File: config.mk
export PLATFORM = sky130hd
export DESIGN_NAME = dtc_termination_ctrl
export DESIGN_NICKNAME = d
export VERILOG_FILES = /design/src/rtl/dtc_termination_ctrl.v
export VERILOG_INCLUDE_DIRS = /design/src /design/src/rtl
export SDC_FILE = /design/constraint.sdc
export NUM_CORES = 1
export LEC_CHECK = 0
export ABC_CLOCK_PERIOD_IN_PS = 2100
export BUFFER_PORTS_ARGS = -buffer_cell sky130_fd_sc_hd__buf_4
export CORE_MARGIN = 5
export CORE_UTILIZATION = 52
export CTS_CLUSTER_SIZE = 14
export DETAILED_ROUTE_END_ITERATION = 16
export PLACE_DENSITY = 0.78
export SYNTH_ARGS = -nofsm -noshare
export SYNTH_HDL_FRONTEND = slang
export SYNTH_SLANG_ARGS = --single-unit
File: constraint.sdc
create_clock -name ref_clk -period 2.1 [get_ports ref_clk]
set_input_delay 0.105 -clock ref_clk [delete_from_list [all_inputs] [get_ports ref_clk]]
set_output_delay 0.105 -clock ref_clk [all_outputs]
set_load 0.01 [all_outputs]
File: src/rtl/dtc_map.vh
// Constants for the termination control block: field positions, resets and latencies.
`ifndef DTC_MAP_VH
`define DTC_MAP_VH
`define DTC_CFG_RESET 8'h00
`define DTC_OVR_RESET 8'h00
`define DTC_CA_STR_HI 6
`define DTC_CA_STR_LO 4
`define DTC_DQ_STR_HI 2
`define DTC_DQ_STR_LO 0
`define DTC_OVR_CK_BIT 3
`define DTC_OVR_CS_BIT 4
`define DTC_OVR_CA_BIT 5
`define DTC_CA_UPDATE_CYCLES 4
`define DTC_TERM_ON_LATENCY 12
`define DTC_TERM_OFF_LATENCY 28
`define DTC_BL32_EXTRA_CYCLES 8
`endif

File: src/rtl/dtc_termination_ctrl.v
// On-die termination control for the command/address and data pin groups.
// Summary of operation
// - CA strength from config bits 6 to 4.
// - CA termination off after reset until programmed.
// - CA termination on clock, chip select, CA lines.
// - Zero strength disables all; override bits disable groups.
// - Power-down leaves CA termination unchanged.
// - CA termination controlled only by mode registers.
// - Data termination strength from bits 2 to 0.
// - Data termination on data, strobes, mask pin.
// - First write command part arms; second column command starts data termination.
// - No data termination in power-down or self-refresh.
// - Data termination window after latency, off after burst.
// - Write leveling: strobes terminated, data lines not.
`include "dtc_map.vh"
module dtc_termination_ctrl #(
  parameter ON_LAT = `DTC_TERM_ON_LATENCY,
  parameter OFF_LAT = `DTC_TERM_OFF_LATENCY,
  parameter CA_UPD = `DTC_CA_UPDATE_CYCLES,
  parameter CW = 6
)
(
  input wire ref_clk,
  input wire rstn,
  input wire mrw_cfg_valid,
  input wire mrw_ovr_valid,
  input wire [7:0] mrw_data,
  input wire write_first,
  input wire write_cas2,
  input wire burst32,
  input wire power_down,
  input wire self_refresh,
  input wire write_leveling,
  output wire [7:0] termination_config,
  output wire [7:0] ca_termination_override,
  output reg [2:0] ca_term_strength,
  output reg ca_term_en,
  output reg clk_term_en,
  output reg chipsel_term_en,
  output reg [2:0] dq_term_strength,
  output reg dq_term_en,
  output reg dqs_term_en,
  output reg mask_inversion_term_en,
  output wire write_pending
);
  reg [7:0] cfg_q;
  reg [7:0] ovr_q;
  // Write sequencer states: bit 0 marks an armed write, bit 1 an open window.
  localparam [1:0] WR_IDLE = 2'h0;
  localparam [1:0] WR_ARMED = 2'h1;
  localparam [1:0] WR_OPEN = 2'h2;
  localparam [1:0] WR_OPEN_ARMED = 2'h3;
  localparam BL32_EXTRA = `DTC_BL32_EXTRA_CYCLES;
  localparam [CW-1:0] CNT_ONE = {{(CW-1){1'b0}}, 1'b1};
  reg [CW-1:0] upd_cnt_q;
  reg [1:0] wr_state_q;
  reg [1:0] wr_state_d;
  reg [CW-1:0] dq_cnt_q;
  reg [CW-1:0] off_q;
  wire [2:0] ca_str;
  wire [2:0] dq_str;
  wire dq_mode;
  wire dq_window;
  wire arm_req;
  wire wr_start;
  wire win_end;

  // One CA-side pin group: a zero strength leaves every group open.
  function dtc_group_on;
    input [2:0] strength;
    input disable_bit;
    begin
      dtc_group_on = (strength != 3'h0) && !disable_bit;
    end
  endfunction

  assign termination_config = cfg_q;
  assign ca_termination_override = ovr_q;
  assign ca_str = cfg_q[`DTC_CA_STR_HI:`DTC_CA_STR_LO];
  assign dq_str = cfg_q[`DTC_DQ_STR_HI:`DTC_DQ_STR_LO];
  assign dq_mode = (dq_str != 3'h0);
  assign arm_req = write_first && dq_mode;
  assign wr_start = write_cas2 && wr_state_q[0];
  assign win_end = (dq_cnt_q >= off_q);
  assign write_pending = (wr_state_q != WR_IDLE);
  // Window opens once the on-latency has elapsed and lasts until the off-latency.
  assign dq_window = wr_state_q[1] && (dq_cnt_q >= ON_LAT[CW-1:0]) && !win_end;

  // Mode registers are the only control path; no termination pin exists.
  always @(posedge ref_clk)
  begin
    if (!rstn)
    begin
      cfg_q <= `DTC_CFG_RESET;
      ovr_q <= `DTC_OVR_RESET;
    end
    else
    begin
      if (mrw_cfg_valid)
        cfg_q <= mrw_data;
      if (mrw_ovr_valid)
        ovr_q <= mrw_data;
    end
  end

  // CA pins only see a new setting after a fixed settling count, so a
  // controller issuing commands right after the write sees stable loading.
  always @(posedge ref_clk)
  begin
    if (!rstn)
    begin
      upd_cnt_q <= {CW{1'b0}};
      ca_term_strength <= 3'h0;
      ca_term_en <= 1'b0;
      clk_term_en <= 1'b0;
      chipsel_term_en <= 1'b0;
    end
    else if (mrw_cfg_valid || mrw_ovr_valid)
      upd_cnt_q <= CA_UPD[CW-1:0];
    else if (upd_cnt_q != {CW{1'b0}})
    begin
      upd_cnt_q <= upd_cnt_q - {{(CW-1){1'b0}}, 1'b1};
      if (upd_cnt_q == {{(CW-1){1'b0}}, 1'b1})
      begin
        // Power-down is not consulted, keeping alternate ranks terminated.
        ca_term_strength <= ca_str;
        ca_term_en <= dtc_group_on(ca_str, ovr_q[`DTC_OVR_CA_BIT]);
        clk_term_en <= dtc_group_on(ca_str, ovr_q[`DTC_OVR_CK_BIT]);
        chipsel_term_en <= dtc_group_on(ca_str, ovr_q[`DTC_OVR_CS_BIT]);
      end
    end
  end

  // Write sequencing: the first part arms, the second column command starts the count.
  // A write may be armed while a window is still open, so a second write restarts
  // the window from its own second column command instead of being lost.
  always @*
  begin
    wr_state_d = wr_state_q;
    case (wr_state_q)
      WR_IDLE:
      begin
        if (arm_req)
          wr_state_d = WR_ARMED;
        else
          wr_state_d = WR_IDLE;
      end
      WR_ARMED:
      begin
        if (arm_req)
          wr_state_d = write_cas2 ? WR_OPEN_ARMED : WR_ARMED;
        else
          wr_state_d = write_cas2 ? WR_OPEN : WR_ARMED;
      end
      WR_OPEN:
      begin
        if (arm_req)
          wr_state_d = win_end ? WR_ARMED : WR_OPEN_ARMED;
        else
          wr_state_d = win_end ? WR_IDLE : WR_OPEN;
      end
      WR_OPEN_ARMED:
      begin
        if (write_cas2)
          wr_state_d = arm_req ? WR_OPEN_ARMED : WR_OPEN;
        else
          wr_state_d = win_end ? WR_ARMED : WR_OPEN_ARMED;
      end
      default:
        wr_state_d = WR_IDLE;
    endcase
  end

  // The off point is latched at the second column command, because the burst
  // length is only valid alongside that command.
  always @(posedge ref_clk)
  begin
    if (!rstn)
    begin
      wr_state_q <= WR_IDLE;
      dq_cnt_q <= {CW{1'b0}};
      off_q <= {CW{1'b0}};
    end
    else if (power_down || self_refresh)
    begin
      // A write cut short by a low-power state is dropped, not resumed.
      wr_state_q <= WR_IDLE;
      dq_cnt_q <= {CW{1'b0}};
    end
    else
    begin
      wr_state_q <= wr_state_d;
      if (wr_start)
      begin
        dq_cnt_q <= {CW{1'b0}};
        off_q <= burst32 ? OFF_LAT[CW-1:0] + BL32_EXTRA[CW-1:0] : OFF_LAT[CW-1:0];
      end
      else if (wr_state_q[1] && !win_end)
        dq_cnt_q <= dq_cnt_q + CNT_ONE;
    end
  end

  // Data group enables; a write cut short by power-down drops them at once.
  always @(posedge ref_clk)
  begin
    if (!rstn)
    begin
      dq_term_strength <= 3'h0;
      dq_term_en <= 1'b0;
      dqs_term_en <= 1'b0;
      mask_inversion_term_en <= 1'b0;
    end
    else
    begin
      dq_term_strength <= dq_str;
      if (power_down || self_refresh || !dq_mode)
      begin
        dq_term_en <= 1'b0;
        dqs_term_en <= 1'b0;
        mask_inversion_term_en <= 1'b0;
      end
      else if (write_leveling)
      begin
        dq_term_en <= 1'b0;
        dqs_term_en <= 1'b1;
        mask_inversion_term_en <= 1'b0;
      end
      else
      begin
        dq_term_en <= dq_window;
        dqs_term_en <= dq_window;
        mask_inversion_term_en <= dq_window;
      end
    end
  end
endmodule

* Word-level counts from Yosys, hierarchy flattened
Cells that the tools add are included. Widths: inputs -> output; s select.
Storage, ports and cells: register bits after elaboration 47, word-level logic and storage cells 68, bits of input ports 18
Cells by class: muxes and demuxes 14, $lt $le $gt $ge 2, add/sub/neg operators 2, equal/unequal tests 4, bitwise gates (word level) 3, reductions and logical operators 29
Operator list (count):
- $mux 2 | 7
- $logic_and 1x1->1 | 8
- $pmux 2 s4 | 1
- $add 6x1->6 const B | 1
- $eq 6x1->1 const B | 1
- $ge 6x4->1 const B | 1
- $ge 6x6->1 | 1
- $mux 3 | 2
- $mux 6 | 1
- $reduce_bool 3->1 | 2
- $reduce_bool 6->1 | 1
- $reduce_or 2->1 | 3
- $reduce_or 3->1 | 2
- $sub 6x1->6 const B | 1
- $logic_not 1->1 | 5
- $eq 2x2->1 const B | 2
- $reduce_bool 2->1 | 2
- $logic_or 1x1->1 | 3
- $mux 1 | 3
- $not 1->1 | 3
- $reduce_and 3->1 | 1
- $eq 2x1->1 const B | 1
- $logic_not 2->1 | 1
- $reduce_and 2->1 | 1

* Depth between registers and ports, before layout
Gate-level depths: netlist of run 1.
word-level depth 5, gate-level depth with buffers 6, mapped depth without buffers 6

* Worst setup path before layout of run 1
OpenSTA, ideal clock, no wires.
path type flip-flop to flip-flop, from reg dq_cnt_q[2], to reg dq_cnt_q[3], period minus slack after synthesis 1.648 ns, stages on the path, launching flop included 7, required time 2.030 ns, slack 0.452 ns, data arrival time 1.578 ns, cell sequence dfxtp_1 inv_1 ha_1 nand2_1 a31oi_1 or4_1 a21oi_1
On the way: word-level cells in the longest chain between the ends 3, elaborated cells on any way between the ends 4
Ends and longest elaborated chain:
- start, declared | RTL line dtc_termination_ctrl.v:58 | reg [CW-1:0] dq_cnt_q;
- start signal, assigned | RTL line dtc_termination_ctrl.v:181 | dq_cnt_q <= {CW{1'b0}};
- start signal, assigned | RTL line dtc_termination_ctrl.v:188 | dq_cnt_q <= {CW{1'b0}};
- start signal, assigned | RTL line dtc_termination_ctrl.v:195 | dq_cnt_q <= {CW{1'b0}};
- $ge 6x6->1 | RTL line dtc_termination_ctrl.v:84 | assign win_end = (dq_cnt_q >= off_q);
- $logic_not 1->1 | RTL line dtc_termination_ctrl.v:198 | else if (wr_state_q[1] && !win_end)
- $logic_and 1x1->1 | RTL line dtc_termination_ctrl.v:198
Several ways; a longest one is shown, not always the timed one. A chain may end at the register's enable or synchronous reset.

* Final worst setup path of run 1
from reg dq_cnt_q[2], to reg dq_cnt_q[4]
Same word-level chain as after synthesis.

==> results of run 1 <==
-- where the power goes --
part | internal, mW | leakage, nW | switching (mW) | total (mW)
Clock | 0.364 | 0.0513 | 0.274 | 0.638
Sequential | 0.860 | 0.359 | 0.0198 | 0.880
Combinational | 0.0982 | 0.683 | 0.0893 | 0.188
-- sequential cells by signal, indices dropped and copies added (netlist names) --
signal                   flops
clk_term_en                  1
ca_termination_override      8
ca_term_strength             3
termination_config           8
ca_term_en                   1
chipsel_term_en              1
upd_cnt_q                    6
dq_term_strength             3
mask_inversion_term_en       1
dqs_term_en                  1
off_q                        3
dq_cnt_q                     6
wr_state_q                   2
-- kinds of logic (layout without fill, tap and decap cells) --
group / Yosys count / in the layout / share of synthesized area
compound gates: 26 / 26 / 0.08882
xor+xnor: 2 / 2 / 0.009423
simple gates: 78 / 78 / 0.2187
buf+inv: 16 / 76 / 0.03701
mux: 22 / 22 / 0.1184
flops: 44 / 44 / 0.4738
fa+ha+maj: 8 / 8 / 0.05384
-- cell usage in the layout, fill, tap and decap left out, types with 4 or more instances in the layout --
cell type	Yosys	layout
ha_1	8	8
nand2_1	12	12
a21oi_1	11	11
nor2_1	32	32
buf_4	2	46
mux2i_1	22	22
dlygate4sd3_1	0	12
o21ai_0	4	4
or3_1	5	5
dfxtp_1	44	44
clkbuf_4	0	5
nor3_1	5	5
and2_1	4	4
inv_1	10	10
nand3_1	7	7
-- path summary, 6_finish.rpt --
kind | end | slack, ns | startpoint | cells after the start
worst max-delay path | dq_cnt_q[4] | 0.24 | dq_cnt_q[2] | 6
worst min-delay path | wr_state_q[1] | 0.04 | power_down | 3
worst max register to register | dq_cnt_q[4] | 0.24 | dq_cnt_q[2] | 6
worst min register to register | clk_term_en | 0.46 | clk_term_en | 2
-- per-stage QoR --
step | worst slack (ns) | area, µm² | cells | power [mW] | util
after CTS | 0.2461 | 2452 | 302 | 1.715 | 0.7235
final | 0.2416 | 2452 | 302 | 1.706 | 0.7235
after global routing | 0.1019 | 2452 | 302 | 1.776 | 0.7235
after detailed placement | 0.2919 | 2235 | 283 | 1.068 | 0.6593
after floorplan | 0.4515 | 1859 | 196 | 0.9894 | -
after global placement | 0.3916 | 2235 | 283 | 1.065 | 0.6593
-- per-layer routing --
layer  track usage  part of all wire
met5             0                 0
met4       0.08085             0.017
met3       0.07826             0.094
met2        0.2917              0.49
met1        0.2037              0.39
-- area by class of cell --
type | count | area (µm²) | share of cell area
multi-input cells | 136 | 909.6 | 0.3709
well taps | 46 | 57.56 | 0.02347
clock inverters | 2 | 60.06 | 0.02449
clock buffers | 5 | 37.54 | 0.01531
inverters | 11 | 41.29 | 0.01684
flip-flops and latches | 44 | 880.8 | 0.3592
repair buffers | 58 | 465.4 | 0.1898
-- tightest hold or removal path: cells and delay by family --
family / cells / cell delay, ns
simple gates: 1 / 0.13
buf+inv: 1 / 0.09
compound gates: 1 / 0.04
-- timing repair --
item	in CTS	in global routing
hold endpoints to repair	23	0
hold buffers	12	0
setup endpoints to repair	0	0
==> impl_metrics.py, run 1 <==
metrics = {
    "cts": {
        "clkTransAtPathRegs_ns": 0.12,
        "cts_max_level": 2,
        "cts_buffer_depth": 2,
        "clk_latency_ns": 0.37,
        "cts_resized": 0,
        "cts-root-buf": "clkbuf_4",
        "post_cts_buffers": 0,
        "cts_tree": "yes",
        "cts_sinks": 44,
        "cts_inserted_buffers": 5,
    },
    "die": {
        "die_h_um": 69.80,
        "core_area_um2": 3390,
        "start_util": 0.5485,
        "row_count": 21,
        "die_width_um": 69.80,
        "ios": 47,
        "dieArea_um2": 4871,
    },
    "timing": {
        "tightestPinTransition_ns": 0.5526,
        "hold_ws_ns": 0.03571,
        "finalMaxSlewViolations": 0,
        "fmax_mhz": 538.1,
        "period_minus_slack_ns": 1.858,
        "setup_viol": 0,
        "post-route-period-util": 0.8850,
        "rsz0062_at_grt": "false",
        "fin_skew_ns": 0.009414,
        "hold_viol_final": 0,
        "tns_ns": 0,
        "max_slew_margin": 0.6299,
    },
    "detailed_routing": {
        "wire_per_inst_um": 13.53,
        "drt-total-wl_mm": 4.085,
        "vias_per_cell": 5.222,
        "drtIter0Drc": 114,
        "ant_nets": 0,
        "drc": 0,
        "firstDrtPassIters": 4,
        "dr_total_vias": 1577,
    },
    "power": {
        "ir_drop_mv": 0.5335,
        "p_leak_nw": 1.093,
        "cellPowerDensity_nw_per_um2": 695.5,
    },
    "grt": {
        "grt_pass1_vias": 1580,
        "grt_antenna_before_repair": 0,
        "grt_overflow_total": 0,
        "grt_max_degree": 28,
        "grt_pass1_wl_mm": 7.093,
        "gr-usage-all-layers": 0.1801,
    },
    "logic_synthesis": {
        "yosysSeqAreaShare": 0.4738,
        "async_flop_share": 0,
        "ys_ff_latch": 44,
        "synth.avg_cell_area_um2": 9.486,
        "synth_area_um2": 1859,
        "synth.distinct_cells": 35,
        "synth_cells": 196,
        "ys_top_cells_by_area": "dfxtp_1 (47%), mux2i_1 (12%), nor2_1 (6.5%)",
        "synth_edf_count": 0,
        "ys_warn_count": 0,
        "synth_common_cells": "dfxtp_1 (44), nor2_1 (32), mux2i_1 (22)",
        "synth_top_cell_area_share": 0.4738,
        "synth_flop_cell": "dfxtp_1",
        "yosysMostFrequentCell": "dfxtp_1",
        "synth_top_area_cell": "dfxtp_1",
        "syn_nets": 222,
    },
    "critical_path": {
        "critPathMaxStageDelay_ns": 0.56,
        "startpoint_type": "flop",
        "crit_fanout": 8,
        "crit_chain": "inv_1, ha_1, nand2_1, a31oi_1, or4_1, a21oi_1",
        "worstPathArrival_ns": 2.16,
        "cp_num_buf_inv": 1,
        "cp_top_family": "simple AND/OR/NAND/NOR gates",
        "crit_required_ns": 2.40,
        "cp-end-kind": "flop",
        "path_class": "flop to flop",
        "critical-path-slowest-cell": "or4_1",
    },
    "placed_design": {
        "gp_congestion": 0.7812,
        "dp_hpwl_mm": 2.874,
        "numPortBuffers": 46,
    },
    "layout": {
        "drive_above_1_share": 0.2383,
        "fill_cells": 243,
        "antenna_cells": 0,
        "syn_to_final_growth_pct": 31.90,
        "layout.nets": 282,
    },
    "run": {
        "cap_violations": 0,
    },
    "hold_path": {
        "hold_class": "primary input to flop",
    },
    "outcome": {
        "outcome": "finished, final reports clean",
    },
}
(Power assumes the default switching activity.)
==> run 2: changes to the inputs <==
Settings changed: CORE_UTILIZATION 52 to 50, GPL_TIMING_DRIVEN set to 0, MAX_ROUTING_LAYER set to met4, PLACE_DENSITY 0.78 to 0.76.
==> impl_metrics.py, run 2 (synthesis gave the netlist of run 1 again) <==
metrics = {
    "timing": {
        "fmax_mhz": 550.5,
        "hold_viol_final": 0,
        "tns_ns": 0,
        "finalMaxSlewViolations": 0,
        "post-route-period-util": 0.8651,
        "fin_skew_ns": 0.005339,
        "setup_viol": 0,
        "rsz0062_at_grt": "false",
        "tightestPinTransition_ns": 0.5502,
        "max_slew_margin": 0.6315,
        "period_minus_slack_ns": 1.817,
    },
    "grt": {
        "grt_antenna_before_repair": 0,
        "grt_pass1_vias": 1463,
        "gr-usage-all-layers": 0.1632,
        "grt_max_degree": 16,
        "grt_pass1_wl_mm": 6.582,
        "grt_overflow_total": 0,
    },
    "power": {
        "ir_drop_mv": 0.6830,
        "cellPowerDensity_nw_per_um2": 675.4,
        "p_leak_nw": 1.043,
    },
    "detailed_routing": {
        "drt-total-wl_mm": 3.807,
        "vias_per_cell": 5.091,
        "wire_per_inst_um": 12.82,
        "firstDrtPassIters": 4,
        "drc": 0,
        "ant_nets": 0,
        "drtIter0Drc": 85,
        "dr_total_vias": 1512,
    },
    "critical_path": {
        "startpoint_type": "flop",
        "critPathMaxStageDelay_ns": 0.55,
        "cp_num_buf_inv": 1,
        "crit_fanout": 8,
        "crit_chain": "inv_1, ha_1, nand2_1, a31oi_1, or4_1, a21oi_1",
        "crit_required_ns": 2.33,
        "critical-path-slowest-cell": "or4_1",
        "path_class": "flop to flop",
        "cp-end-kind": "flop",
        "worstPathArrival_ns": 2.05,
        "ff2ff_setup_slack_ns": 0.28,
        "cp_top_family": "simple AND/OR/NAND/NOR gates",
    },
    "cts": {
        "cts-root-buf": "clkbuf_8",
        "cts_max_level": 2,
        "cts_resized": 0,
        "clkTransAtPathRegs_ns": 0.09,
        "clk_latency_ns": 0.30,
        "cts_buffer_depth": 2,
        "cts_sinks": 44,
        "cts_inserted_buffers": 5,
        "cts_tree": "yes",
    },
    "die": {
        "row_count": 22,
        "ios": 47,
        "core_area_um2": 3633,
        "start_util": 0.5117,
        "die_width_um": 70.98,
        "die_h_um": 70.98,
        "dieArea_um2": 5038,
    },
    "hold_path": {
        "hold_class": "primary input to flop",
    },
    "layout": {
        "syn_to_final_growth_pct": 26.51,
        "fill_cells": 323,
        "regArea_um2": 880.8,
        "instances_no_fill": 297,
        "drive_above_1_share": 0.2530,
        "final_common_cell": "buf_4",
        "final_cell_mix": "buf_4 (46), dfxtp_1 (44), nor2_1 (32)",
        "multi_input_area_um2": 909.6,
        "layout.nets": 274,
        "post-route-cell-area_um2": 2352,
        "antenna_cells": 0,
        "utilization": 0.6474,
    },
    "placed_design": {
        "dp_hpwl_mm": 2.914,
        "numPortBuffers": 44,
        "gp_congestion": 0.8137,
        "placed_cell_area_um2": 2250,
        "dpl.cell_count": 288,
    },
    "run": {
        "cap_violations": 0,
    },
    "outcome": {
        "outcome": "finished, final reports clean",
    },
}
-- run 2: cell types whose count changed in the layout (fill, tap and decap cells not counted), sizes merged --
| cell | previous run | this run |
|---|---|---|
| buf | 46 | 47 |
| bufinv | 2 | 0 |
| clkbuf | 5 | 7 |
| clkinv | 0 | 1 |
| clkinvlp | 0 | 2 |
| dlygate4sd3 | 12 | 1 |
-- run 2: where the power goes --
part / total [mW] / internal [mW] / switching (mW)
logic: 0.171 / 0.0850 / 0.0858
registers: 0.881 / 0.859 / 0.0215
clock network: 0.537 / 0.236 / 0.302
-- run 2: area by class of cell --
cell class,instances,area share
Clock buffer,5,0.02926
Tap cell,48,0.02553
Clock inverter,3,0.01011
Multi-Input combinational cell,136,0.3867
Buffer,5,0.01170
Inverter,11,0.01755
Sequential cell,44,0.3745
Timing Repair Buffer,45,0.1447
-- run 2: per-stage QoR --
| step | setup WS (ns) | hold slack [ns] | power (mW) |
|---|---|---|---|
| floorplan | 0.4515 | 0.1944 | 0.9894 |
| global placement | 0.3235 | 0.2982 | 1.068 |
| detailed placement | 0.2994 | 0.2975 | 1.070 |
| CTS | 0.2800 | 0.02565 | 1.591 |
| global route | 0.1069 | 0.02671 | 1.652 |
| finish | 0.2833 | 0.02517 | 1.589 |
-- run 2: what timing repair did --
item                                    CTS  global route
endpoints found under the setup margin    0             0
setup buffers                             0             0
hold endpoints to repair                  1             0
hold buffers                              1             0
-- run 2: worst paths after layout --
kind | from | to | cells after the start
worst min register to register | ca_term_en | ca_term_en | 2
worst min-delay path | write_leveling | dqs_term_en | 2
worst max register to register | dq_cnt_q[2] | dq_cnt_q[4] | 6
worst max-delay path | dq_cnt_q[2] | dq_cnt_q[4] | 6
-- run 2: layer usage --
metal  track usage  part of all wire
met5             -                 0
met4       0.03132            0.0060
met3       0.05256             0.064
met2        0.2389              0.43
met1        0.2219              0.50
